File: src/logic/wdt_regs.vh
// Purpose: Register offsets, field positions, reset values and timing counts of the watchdog.
// Assumes: Byte addresses on the internal peripheral bus, 20 MHz system clock.
// Notes: Definitions only.
`ifndef WDT_REGS_VH
`define WDT_REGS_VH
`define WDT_ADDR_W 28
`define WDT_CTRL_ADDR 28'h5FF_FFB8
`define WDT_COUNT_ADDR 28'h5FF_FFB9
`define WDT_RST_WADDR 28'h5FF_FFBA
`define WDT_RST_RADDR 28'h5FF_FFBB
`define WDT_KEY_COUNT 8'h5A
`define WDT_KEY_CTRL 8'hA5
`define WDT_KEY_RST_SET 8'h5A
`define WDT_KEY_RST_CLR 8'hA5
`define WDT_RST_CLR_DATA 8'h00
`define WDT_BIT_OVF 7
`define WDT_BIT_MODE 6
`define WDT_BIT_RUN 5
`define WDT_BIT_WATCHDOG_OVERFLOW_FLAG 7
`define WDT_BIT_RESET_ON_OVERFLOW_ENABLE 6
`define WDT_BIT_RESET_KIND_SELECT 5
`define WDT_CTRL_RESERVED 8'h18
`define WDT_RST_RESERVED 8'h1F
`define WDT_COUNT_RESET 8'h00
`define WDT_COUNT_MAX 8'hFF
`define WDT_OVF_OUT_CYCLES 10'd128
`define WDT_CHIP_RST_CYCLES 10'd512
`define WDT_PRESCALE_W 13
`endif

File: src/logic/wdt_prescaler.v
// Purpose: System clock prescaler, held clear while run is low, giving one-cycle tick enables.
// Assumes: One clock domain, active-low asynchronous reset.
// Notes: Divide ratios 2,64,128,256,512,1024,4096,8192 picked by a 3-bit select.
`timescale 1ns/10ps
`default_nettype none
`include "wdt_regs.vh"
module wdt_prescaler (
  // Clock and reset.
  input wire sys_clk,
  input wire rst_n,
  // Control.
  input wire run,
  input wire [2:0] divider_select,
  // Tick enable.
  output reg tick
);
  reg [`WDT_PRESCALE_W-1:0] count_reg;
  reg [`WDT_PRESCALE_W-1:0] mask;

  // Map the divider select to a low-bit mask; a tick fires when the masked bits wrap.
  always @* begin
    case (divider_select)
      3'd0: mask = 13'h0001;
      3'd1: mask = 13'h003F;
      3'd2: mask = 13'h007F;
      3'd3: mask = 13'h00FF;
      3'd4: mask = 13'h01FF;
      3'd5: mask = 13'h03FF;
      3'd6: mask = 13'h0FFF;
      default: mask = 13'h1FFF;
    endcase
  end

  // Count while running and pulse tick once per selected period.
  always @(posedge sys_clk or negedge rst_n) begin
    if (!rst_n) begin
      count_reg <= 13'h0000;
      tick <= 1'b0;
    end else if (!run) begin
      count_reg <= 13'h0000;
      tick <= 1'b0;
    end else begin
      count_reg <= count_reg + 13'h0001;
      tick <= ((count_reg & mask) == mask);
    end
  end
endmodule
`default_nettype wire

File: src/logic/wdt_unit.v
// Purpose: Eight-bit watchdog and interval timer with keyed word writes and byte reads.
// Assumes: Single-cycle internal bus strobes on sys_clk; bus write strobe marks the T3 state.
// Notes: Also times oscillator settling on wake from standby.
`timescale 1ns/10ps
`default_nettype none
`include "wdt_regs.vh"
module wdt_unit #(
  parameter OVF_OUT_CYCLES = 128,
  parameter CHIP_RST_CYCLES = 512
) (
  // Clock and reset.
  input wire sys_clk,
  input wire rst_n,
  // Board reset pin, asynchronous to the clock domain.
  input wire external_reset_n,
  // Internal peripheral bus.
  input wire [`WDT_ADDR_W-1:0] bus_addr,
  input wire bus_wr,
  input wire bus_rd,
  input wire bus_word,
  input wire [15:0] bus_wdata,
  output reg [7:0] bus_rdata,
  // Power-down controller handshake.
  input wire standby_request,
  input wire nmi_request,
  output reg standby_grant,
  output reg in_standby,
  // Events.
  output reg interval_interrupt,
  output reg overflow_out_n,
  output reg power_on_reset_req,
  output reg manual_reset_req
);
  localparam ST_RUN = 3'b001;
  localparam ST_SLEEP = 3'b010;
  localparam ST_WAKE = 3'b100;

  reg ext_sync1_reg;
  reg ext_sync2_reg;
  reg [7:0] watchdog_count_reg;
  reg interval_overflow_flag_reg;
  reg watchdog_or_interval_select_reg;
  reg timer_run_enable_reg;
  reg [2:0] tick_divider_select_reg;
  reg watchdog_overflow_flag_reg;
  reg reset_on_overflow_enable_reg;
  reg reset_kind_select_reg;
  reg ovf_read_reg;
  reg watchdog_overflow_flag_read_reg;
  reg [9:0] ovf_out_cnt_reg;
  reg [9:0] chip_rst_cnt_reg;
  reg [2:0] state_reg;
  wire tick;
  wire count_run;
  wire overflow;
  wire word_wr;
  wire ctrl_write;
  wire count_write;
  wire rst_set_write;
  wire rst_clr_write;
  wire wd_ovf;
  wire iv_ovf;
  wire wake_ovf;
  wire ext_reset;
  wire [7:0] ctrl_view;
  wire [7:0] rst_view;

  // Compose the readable control and reset registers.
  assign ctrl_view = {interval_overflow_flag_reg, watchdog_or_interval_select_reg,
                      timer_run_enable_reg, 2'b11, tick_divider_select_reg};
  assign rst_view = {watchdog_overflow_flag_reg, reset_on_overflow_enable_reg,
                     reset_kind_select_reg, 5'b11111};

  // Keyed word writes; byte writes never match.
  assign word_wr = bus_wr & bus_word;
  assign count_write = word_wr & (bus_addr == `WDT_CTRL_ADDR) &
                       (bus_wdata[15:8] == `WDT_KEY_COUNT);
  assign ctrl_write = word_wr & (bus_addr == `WDT_CTRL_ADDR) &
                      (bus_wdata[15:8] == `WDT_KEY_CTRL);
  assign rst_set_write = word_wr & (bus_addr == `WDT_RST_WADDR) &
                         (bus_wdata[15:8] == `WDT_KEY_RST_SET);
  assign rst_clr_write = word_wr & (bus_addr == `WDT_RST_WADDR) &
                         (bus_wdata[15:8] == `WDT_KEY_RST_CLR) &
                         (bus_wdata[7:0] == `WDT_RST_CLR_DATA);

  // Counter runs when enabled, or while waking from standby.
  assign count_run = timer_run_enable_reg | (state_reg == ST_WAKE);
  assign overflow = tick & ~count_write & (watchdog_count_reg == `WDT_COUNT_MAX);
  assign wd_ovf = overflow & timer_run_enable_reg & watchdog_or_interval_select_reg;
  assign iv_ovf = overflow & timer_run_enable_reg & ~watchdog_or_interval_select_reg;
  assign wake_ovf = overflow & (state_reg == ST_WAKE);
  assign ext_reset = ~ext_sync2_reg;

  // Prescaler for the counter tick.
  wdt_prescaler u_prescaler (
    .sys_clk(sys_clk),
    .rst_n(rst_n),
    .run(count_run),
    .divider_select(tick_divider_select_reg),
    .tick(tick)
  );

  // Two-stage synchroniser for the board reset pin.
  always @(posedge sys_clk or negedge rst_n) begin
    if (!rst_n) begin
      ext_sync1_reg <= 1'b1;
      ext_sync2_reg <= 1'b1;
    end else begin
      ext_sync1_reg <= external_reset_n;
      ext_sync2_reg <= ext_sync1_reg;
    end
  end

  // Counter and timer control register.
  always @(posedge sys_clk or negedge rst_n) begin
    if (!rst_n) begin
      watchdog_count_reg <= `WDT_COUNT_RESET;
      interval_overflow_flag_reg <= 1'b0;
      watchdog_or_interval_select_reg <= 1'b0;
      timer_run_enable_reg <= 1'b0;
      tick_divider_select_reg <= 3'b000;
      ovf_read_reg <= 1'b0;
    end else if (ext_reset || (wd_ovf && !reset_on_overflow_enable_reg)) begin
      watchdog_count_reg <= `WDT_COUNT_RESET;
      interval_overflow_flag_reg <= 1'b0;
      watchdog_or_interval_select_reg <= 1'b0;
      timer_run_enable_reg <= 1'b0;
      tick_divider_select_reg <= 3'b000;
      ovf_read_reg <= 1'b0;
    end else if (state_reg == ST_SLEEP) begin
      // Standby clears mode, enable and flag, keeps the divider.
      watchdog_count_reg <= `WDT_COUNT_RESET;
      interval_overflow_flag_reg <= 1'b0;
      watchdog_or_interval_select_reg <= 1'b0;
      timer_run_enable_reg <= 1'b0;
      ovf_read_reg <= 1'b0;
    end else begin
      if (!count_run) begin
        watchdog_count_reg <= `WDT_COUNT_RESET;
      end else if (count_write) begin
        watchdog_count_reg <= bus_wdata[7:0];
      end else if (tick) begin
        watchdog_count_reg <= watchdog_count_reg + 8'h01;
      end
      if (bus_rd && bus_addr == `WDT_CTRL_ADDR && interval_overflow_flag_reg) begin
        ovf_read_reg <= 1'b1;
      end
      if (iv_ovf) begin
        interval_overflow_flag_reg <= 1'b1;
      end else if (ctrl_write && ovf_read_reg && !bus_wdata[`WDT_BIT_OVF]) begin
        interval_overflow_flag_reg <= 1'b0;
        ovf_read_reg <= 1'b0;
      end
      if (ctrl_write) begin
        watchdog_or_interval_select_reg <= bus_wdata[`WDT_BIT_MODE];
        timer_run_enable_reg <= bus_wdata[`WDT_BIT_RUN];
        tick_divider_select_reg <= bus_wdata[2:0];
      end
    end
  end

  // Reset control register; the board reset clears it and wins over an overflow.
  always @(posedge sys_clk or negedge rst_n) begin
    if (!rst_n) begin
      watchdog_overflow_flag_reg <= 1'b0;
      reset_on_overflow_enable_reg <= 1'b0;
      reset_kind_select_reg <= 1'b0;
      watchdog_overflow_flag_read_reg <= 1'b0;
    end else if (ext_reset || state_reg == ST_SLEEP) begin
      watchdog_overflow_flag_reg <= 1'b0;
      reset_on_overflow_enable_reg <= 1'b0;
      reset_kind_select_reg <= 1'b0;
      watchdog_overflow_flag_read_reg <= 1'b0;
    end else begin
      if (bus_rd && bus_addr == `WDT_RST_RADDR && watchdog_overflow_flag_reg) begin
        watchdog_overflow_flag_read_reg <= 1'b1;
      end
      if (wd_ovf) begin
        watchdog_overflow_flag_reg <= 1'b1;
      end else if (rst_clr_write) begin
        watchdog_overflow_flag_reg <= 1'b0;
        watchdog_overflow_flag_read_reg <= 1'b0;
      end
      if (rst_set_write) begin
        reset_on_overflow_enable_reg <= bus_wdata[`WDT_BIT_RESET_ON_OVERFLOW_ENABLE];
        reset_kind_select_reg <= bus_wdata[`WDT_BIT_RESET_KIND_SELECT];
      end
    end
  end

  // Overflow pin pulse and internal chip reset timers.
  always @(posedge sys_clk or negedge rst_n) begin
    if (!rst_n) begin
      ovf_out_cnt_reg <= 10'd0;
      chip_rst_cnt_reg <= 10'd0;
      overflow_out_n <= 1'b1;
      power_on_reset_req <= 1'b0;
      manual_reset_req <= 1'b0;
    end else begin
      if (wd_ovf) begin
        ovf_out_cnt_reg <= OVF_OUT_CYCLES[9:0] - 10'd1;
        overflow_out_n <= 1'b0;
      end else if (ovf_out_cnt_reg != 10'd0) begin
        ovf_out_cnt_reg <= ovf_out_cnt_reg - 10'd1;
      end else begin
        overflow_out_n <= 1'b1;
      end
      if (ext_reset) begin
        chip_rst_cnt_reg <= 10'd0;
        power_on_reset_req <= 1'b0;
        manual_reset_req <= 1'b0;
      end else if (wd_ovf && reset_on_overflow_enable_reg) begin
        chip_rst_cnt_reg <= CHIP_RST_CYCLES[9:0] - 10'd1;
        power_on_reset_req <= ~reset_kind_select_reg;
        manual_reset_req <= reset_kind_select_reg;
      end else if (chip_rst_cnt_reg != 10'd0) begin
        chip_rst_cnt_reg <= chip_rst_cnt_reg - 10'd1;
      end else begin
        power_on_reset_req <= 1'b0;
        manual_reset_req <= 1'b0;
      end
    end
  end

  // Read data, interrupt and standby handshake.
  always @(posedge sys_clk or negedge rst_n) begin
    if (!rst_n) begin
      bus_rdata <= 8'h00;
      interval_interrupt <= 1'b0;
      state_reg <= ST_RUN;
      standby_grant <= 1'b0;
      in_standby <= 1'b0;
    end else begin
      bus_rdata <= 8'h00;
      if (bus_rd) begin
        case (bus_addr)
          `WDT_CTRL_ADDR: bus_rdata <= ctrl_view;
          `WDT_COUNT_ADDR: bus_rdata <= watchdog_count_reg;
          `WDT_RST_RADDR: bus_rdata <= rst_view;
          default: bus_rdata <= 8'h00;
        endcase
      end
      interval_interrupt <= iv_ovf;
      standby_grant <= 1'b0;
      case (state_reg)
        ST_RUN: begin
          if (standby_request && !timer_run_enable_reg && !ext_reset) begin
            state_reg <= ST_SLEEP;
            standby_grant <= 1'b1;
            in_standby <= 1'b1;
          end
        end
        ST_SLEEP: begin
          if (nmi_request) begin
            state_reg <= ST_WAKE;
          end
        end
        ST_WAKE: begin
          if (wake_ovf) begin
            state_reg <= ST_RUN;
            in_standby <= 1'b0;
          end
        end
        default: state_reg <= ST_RUN;
      endcase
      if (ext_reset) begin
        state_reg <= ST_RUN;
        in_standby <= 1'b0;
      end
    end
  end
endmodule
`default_nettype wire

File: config.mk
export PLATFORM = sky130hd
export DESIGN_NAME = wdt_unit
export DESIGN_NICKNAME = d
export VERILOG_FILES = /design/src/logic/wdt_prescaler.v /design/src/logic/wdt_unit.v
export VERILOG_INCLUDE_DIRS = /design/src /design/src/logic
export SDC_FILE = /design/constraint.sdc
export NUM_CORES = 1
export LEC_CHECK = 0
export BUFFER_PORTS_ARGS = -buffer_cell sky130_fd_sc_hd__buf_2
export CORE_AREA = 2 2 90 92
export CTS_CLUSTER_SIZE = 30
export DETAILED_ROUTE_END_ITERATION = 12
export DIE_AREA = 0 0 92 94
export PLACE_DENSITY = 0.83
export SYNTH_ARGS = -nofsm -noshare
export SYNTH_HDL_FRONTEND = slang
export SYNTH_SLANG_ARGS = --single-unit
File: constraint.sdc
create_clock -name sys_clk -period 2.1 [get_ports sys_clk]
set_clock_uncertainty 0.15 [all_clocks]
set_input_delay 0.105 -clock sys_clk [delete_from_list [all_inputs] [get_ports sys_clk]]
set_output_delay 0.105 -clock sys_clk [all_outputs]
set_load 0.005 [all_outputs]
==> results of run 1 <==
-- cell usage after synthesis (2+ instances only) --
master / count
o21ai_0: 12
nand3_1: 10
dfrtp_1: 67
o211ai_1: 2
or3_1: 5
a21oi_1: 17
nand2b_1: 5
ha_1: 4
xor2_1: 17
nand2_1: 40
a31o_2: 2
a31oi_1: 3
buf_6: 2
nor4_1: 13
and3_1: 4
a21boi_0: 7
mux2i_1: 13
inv_1: 11
nand4b_1: 5
nor3_1: 15
xnor2_1: 12
nor2_1: 73
nand3b_1: 5
buf_2: 2
clkbuf_1: 10
a211oi_1: 3
dfstp_2: 4
or4bb_1: 2
nand4_1: 11
nor2b_1: 7
nand4bb_1: 3
-- power groups by stage --
stage | Sequential, µW | Combinational, µW | Clock (µW)
6_report | 1390 | 178 | 1060
5_1_grt | 1390 | 197 | 1140
4_1_cts | 1390 | 178 | 1090
3_3_place_gp | 1410 | 152 | 0
3_5_place_dp | 1410 | 158 | 0
2_1_floorplan | 1410 | 60.1 | 0
-- cell families after synthesis --
group | synth area share [%]
multiplexers | 3.78
AO/OA/AOI/OAI | 8.06
adder cells (fa/ha/maj) | 1.34
buffers and inverters | 3.18
XOR/XNOR | 6.79
flip-flops | 47.6
AND/OR/NAND/NOR | 29.2
-- critical path, stage by stage, from the launching register on --
cell,delay [ps]
dfrtp_1,400
or4_4,530
or4b_4,570
nand3b_1,130
xor2_1,170
nor2_1,60
-- final timing paths --
path / startpoint / endpoint / slack (ps) / depth (start not counted)
min in group asynchronous: rst_n / chip_rst_cnt_reg[3]$_DFFE_PN0P_ / 160 / 3
max in group asynchronous: rst_n / state_reg[0]$_DFFE_PN1P_ / 1300 / 3
max reg2reg: ovf_out_cnt_reg[5]$_DFFE_PN0P_ / ovf_out_cnt_reg[7]$_DFFE_PN0P_ / -30 / 5
min: bus_addr[0] / bus_rdata[2]$_DFF_PN0_ / 60 / 4
min reg2reg: ext_sync1_reg$_DFF_PN1_ / ext_sync2_reg$_DFF_PN1_ / 210 / 0
max: ovf_out_cnt_reg[5]$_DFFE_PN0P_ / ovf_out_cnt_reg[7]$_DFFE_PN0P_ / -30 / 5
-- layout make-up --
class	instances	area (µm²)	area share, %
multi-input cells	307	1870	40.3
flip-flops and latches	71	1780	38.3
repair buffers	101	641	13.8
clock buffers	12	145	3.12
well taps	102	128	2.74
clock inverters	4	45.0	0.967
inverters	11	41.3	0.887
-- per-layer routing --
metal | global-route usage, % | part of all wire, % | vias up
li1 | - | - | 1607
met1 | 26.6 | 42 | 1655
met2 | 38.1 | 52 | 88
met3 | 4.82 | 4.0 | 20
met4 | 8.46 | 2.2 | 0
met5 | 0 | 0 | -
-- per-stage QoR --
step	utilization [%]	setup TNS (ps)
after floorplan	-	-10.0
after global placement	56.5	0
after detailed placement	56.5	-79.4
after CTS	60.8	-55.6
after global routing	61.2	-274
final	61.2	-73.5
-- timing repair --
action	4_1_cts	5_1_grt
pin swaps	2	3
setup endpoints to repair	5	17
endpoints found under the hold margin	94	0
resized for setup	1	6
gates cloned	0	1
hold buffers	13	0
==> flow_summary.ini, run 1 <==
[status]
outcome = finished, violations left
violations = negative setup slack

[route]
dr.pass1.iters = 4
via_count = 3370
drt_first_iter_violations = 166
avgRoutedWirePerCell_um = 15.1
drtAntennaViolNets = 0
route.detailed.drc = 0
routed_wirelength_um = 9190
viasPerCell = 5.54

[worst_setup_path]
path_class = flip-flop to flip-flop
crit_required_ps = 2170
arrival_ps = 2210
crit_path_start_kind = flip-flop
cp-end-kind = flip-flop
critPathMaxFanout = 5

[power_and_ir_drop]
p_per_area_nw_per_um2 = 565
clockPowerShare_pct = 40.5
p_comb_share_pct = 6.8
p_int_uw = 2040
seq_power_share_pct = 52.8
leakage_uw = 0.00217
switching_share_pct = 22.6
peakVddDrop_uv = 581
power_uw = 2630
switching_power_uw = 594

[layout]
fill_cells = 640
finalNonFillerCells = 608
largest_register_ffs = 13
antenna_cells = 0
area_delta_synth_final_pct = 24.4
final_cell_mix = 72 x nor2_1, 67 x dfrtp_1, 65 x buf_2
layout-drive-gt1-share_pct = 24.3
finalNetCount = 557
final_common_cell = nor2_1
stdcell_area_um2 = 4660

[clock_network]
insertion_delay_ps = 350
cts_setup_buffers = 0
clk_pin_slew_ps = 70
cts_num_sinks = 71
cts_tree = done
cts_buffers = 9
cts.path.max_buffers = 2
cts-root-buf = clkbuf_8
cts-htree-levels = 3

[yosys]
seq_area_frac_synth_pct = 47.6
avgSynthCellArea_um2 = 9.28
synth-seq-cells = 71
synth_nets = 459
syn_area_um2 = 3740
synthArstFlopShare_pct = 100
synth_area_leaders = dfrtp_1 45%, nor2_1 7.3%, nand2_1 4.0%
syn_inst = 403
synth-edff-count = 0
synthFlopType = dfrtp_1
synth_top_area_share_pct = 44.8
synth.distinct_cells = 48
yosysTopAreaCell = dfrtp_1
synth_warnings = 0

[floorplanning]
die_area_um2 = 8650
fp.coreArea_um2 = 7610
die_w_um = 92
initial_core_util_pct = 49.2
io_pins = 66
row_count = 32
die_y_um = 94

[global_route]
track_usage_pct = 21.9
grt.overflow.total = 0
antenna_found_initial = 0
grt_pass1_wl_um = 15000
grt_start_max_net_pins = 72
grt_pass1_vias = 3338

[run]
maxCapViolCount = 0

[placed_design]
postPlaceCellArea_um2 = 4300
portBuffers = 65
dp.cells = 578
gp_congestion = 0.962
dpl.hpwl_um = 6550
pre_cts_ws_ps = -32.5

[timing]
timing.final.ws_setup_ps = -34.8
period_needed_ps = 2130
slew_headroom_pct = 67.2
report.final.slew_viol_count = 0
rsz0062_at_grt = true
setup_viol = 3
fmax_mhz = 468
finalHoldViolCount = 0
worstMarginPinSlew_ps = 488
fin_crit_sh_pct = 102
hold_slack_ps = 57.2

[hold_path]
hp-class = primary input to flip-flop
No activity file was read; power rests on OpenSTA's default activity.
==> run 2: changes to the inputs <==
Settings changed: CTS_BUF_LIST from default to sky130_fd_sc_hd__clkbuf_8, SKIP_LAST_GASP from default to 1.
Clock period 2.1 ns to 1.7 ns, I/O delays scaled along.
==> flow_summary.ini, run 2 (same netlist as run 1, synthesis figures left out) <==
[route]
drtAntennaViolNets = 0
wl_met2_um = 5890
via_count = 3762
drt-met1-wl_um = 4060
wl_met3_um = 686
dr.pass1.iters = 5
viasPerCell = 5.66
avgRoutedWirePerCell_um = 16.5
routed_wirelength_um = 11000
route.detailed.drc = 0
maxUsedRoutingLayer = met4
drt_first_iter_violations = 373

[worst_setup_path]
regToRegEndpoint = ovf_out_cnt_reg[0]$_DFFE_PN0P_
worst_r2r_path_depth = 5
r2r_slack_ps = -410
path_class = flip-flop to flip-flop
r2r-start = ovf_out_cnt_reg[5]$_DFFE_PN0P_
arrival_ps = 2210
crit_required_ps = 1800
critPathMaxFanout = 8
cp-end-kind = flip-flop
crit_path_start_kind = flip-flop

[global_route]
grt_start_max_net_pins = 72
grt.overflow.total = 0
track_usage_pct = 26.2
grt_pass1_vias = 3898
grt_pass1_wl_um = 17700
antenna_found_initial = 0

[timing]
worstMarginPinSlew_ps = 449
slew_headroom_pct = 69.9
fin_crit_sh_pct = 124
timing.final.ws_setup_ps = -410
period_needed_ps = 2110
rsz0062_at_grt = true
report.final.slew_viol_count = 0
tns_ps = -5940
setup_viol = 31
fmax_mhz = 474
hold_slack_ps = 80.5
finalHoldViolCount = 0

[power_and_ir_drop]
p_int_uw = 2680
leakage_uw = 0.00251
p_per_area_nw_per_um2 = 642
switching_power_uw = 802
p_comb_share_pct = 7.2
seq_power_share_pct = 49.2
switching_share_pct = 23.0
peakVddDrop_uv = 820
clockPowerShare_pct = 43.6

[floorplanning]
die_w_um = 92
fp.coreArea_um2 = 7610
initial_core_util_pct = 49.2
die_area_um2 = 8650
io_pins = 66
row_count = 32
die_y_um = 94

[layout]
layout-drive-gt1-share_pct = 39.6
final_common_cell = buf_4
antenna_cells = 0
area_delta_synth_final_pct = 45.1
finalNonFillerCells = 665
stdcell_area_um2 = 5430
finalNetCount = 614
final_cell_mix = 72 x buf_4, 67 x nor2_1, 67 x dfrtp_1
largest_register_ffs = 13

[placed_design]
gp_congestion = 0.927
postPlaceCellArea_um2 = 4690
dp.cells = 619
dpl.hpwl_um = 7060
portBuffers = 65
pre_cts_ws_ps = -423

[hold_path]
hp-class = primary input to flip-flop
hold_end = bus_rdata[2]$_DFF_PN0_
min-delay-start = bus_addr[0]
holdPathStages = 4

[clock_network]
clk_pin_slew_ps = 70
insertion_delay_ps = 360
cts_num_sinks = 71
cts-root-buf = clkbuf_8
cts_buffers = 9
cts-htree-levels = 3
cts_tree = done
cts.path.max_buffers = 2

[run]
maxCapViolCount = 0

[status]
violations = negative setup slack
outcome = finished, violations left
run 2: changes by cell type in the layout (fill, tap and decap cells not counted), sizes merged:
cell	previous run	this run
clkinv	3	2
a31o	2	3
buf	88	146
inv	11	12
bufinv	1	2
clkinvlp	0	1
clkbuf	12	10
or4b	2	1
dlygate4sd3	13	12
run 2: power groups by stage:
| stage | sequential, µW | clock (µW) | combinational (µW) |
|---|---|---|---|
| 2_1_floorplan | 1740 | 0 | 76.9 |
| 3_3_place_gp | 1740 | 0 | 208 |
| 3_5_place_dp | 1740 | 0 | 216 |
| 4_1_cts | 1710 | 1530 | 243 |
| 5_1_grt | 1710 | 1600 | 277 |
| 6_report | 1710 | 1520 | 252 |
run 2: metal layers:
metal	up-vias	GRT usage (%)
li1	1720	-
met1	1807	28.0
met2	191	49.4
met3	44	6.34
met4	0	10.6
met5	-	0
run 2: worst max-delay path by stage:
stage	startpoint	end	slack (ps)	depth (start not counted)
2_1_floorplan	ovf_out_cnt_reg[5]$_DFFE_PN0P_	ovf_out_cnt_reg[6]$_DFFE_PN0P_	-400	6
3_3_place_gp	ovf_out_cnt_reg[5]$_DFFE_PN0P_	ovf_out_cnt_reg[6]$_DFFE_PN0P_	-380	5
3_5_place_dp	ovf_out_cnt_reg[5]$_DFFE_PN0P_	ovf_out_cnt_reg[6]$_DFFE_PN0P_	-420	5
4_1_cts	ovf_out_cnt_reg[5]$_DFFE_PN0P_	ovf_out_cnt_reg[6]$_DFFE_PN0P_	-390	5
5_1_grt	ovf_out_cnt_reg[5]$_DFFE_PN0P_	ovf_out_cnt_reg[6]$_DFFE_PN0P_	-490	5
6_report	ovf_out_cnt_reg[5]$_DFFE_PN0P_	ovf_out_cnt_reg[0]$_DFFE_PN0P_	-410	5
run 2: timing repair:
item / CTS / global route
buffers inserted: 11 / 7
setup endpoints to repair: 39 / 44
hold buffers: 12 / 0
endpoints found under the hold margin: 90 / 0
gates cloned: 1 / 0
resized for setup: 26 / 31
pin swaps: 25 / 21
run 2: worst max-delay path: stages (launching register included):
cell	delay [ps]
dfrtp_1	380
or4_4	530
or4b_4	570
buf_4	180
xnor2_2	120
nand2_1	70
run 2: cell type report:
| class | instances | area, µm² |
|---|---|---|
| Inverter | 11 | 41.3 |
| Fill cell | 531 | 2180 |
| Multi-Input combinational cell | 307 | 2140 |
| Timing Repair Buffer | 158 | 1110 |
| Sequential cell | 71 | 1780 |
| Tap cell | 102 | 128 |
| Clock buffer | 10 | 138 |
| Clock inverter | 6 | 85.1 |
run 2: metrics by stage:
| stage | total power, µW | utilization [%] |
|---|---|---|
| final | 3480 | 71.3 |
| after global placement | 1950 | 61.6 |
| after floorplan | 1820 | - |
| after CTS | 3490 | 68.8 |
| after detailed placement | 1960 | 61.6 |
| after global routing | 3590 | 71.3 |
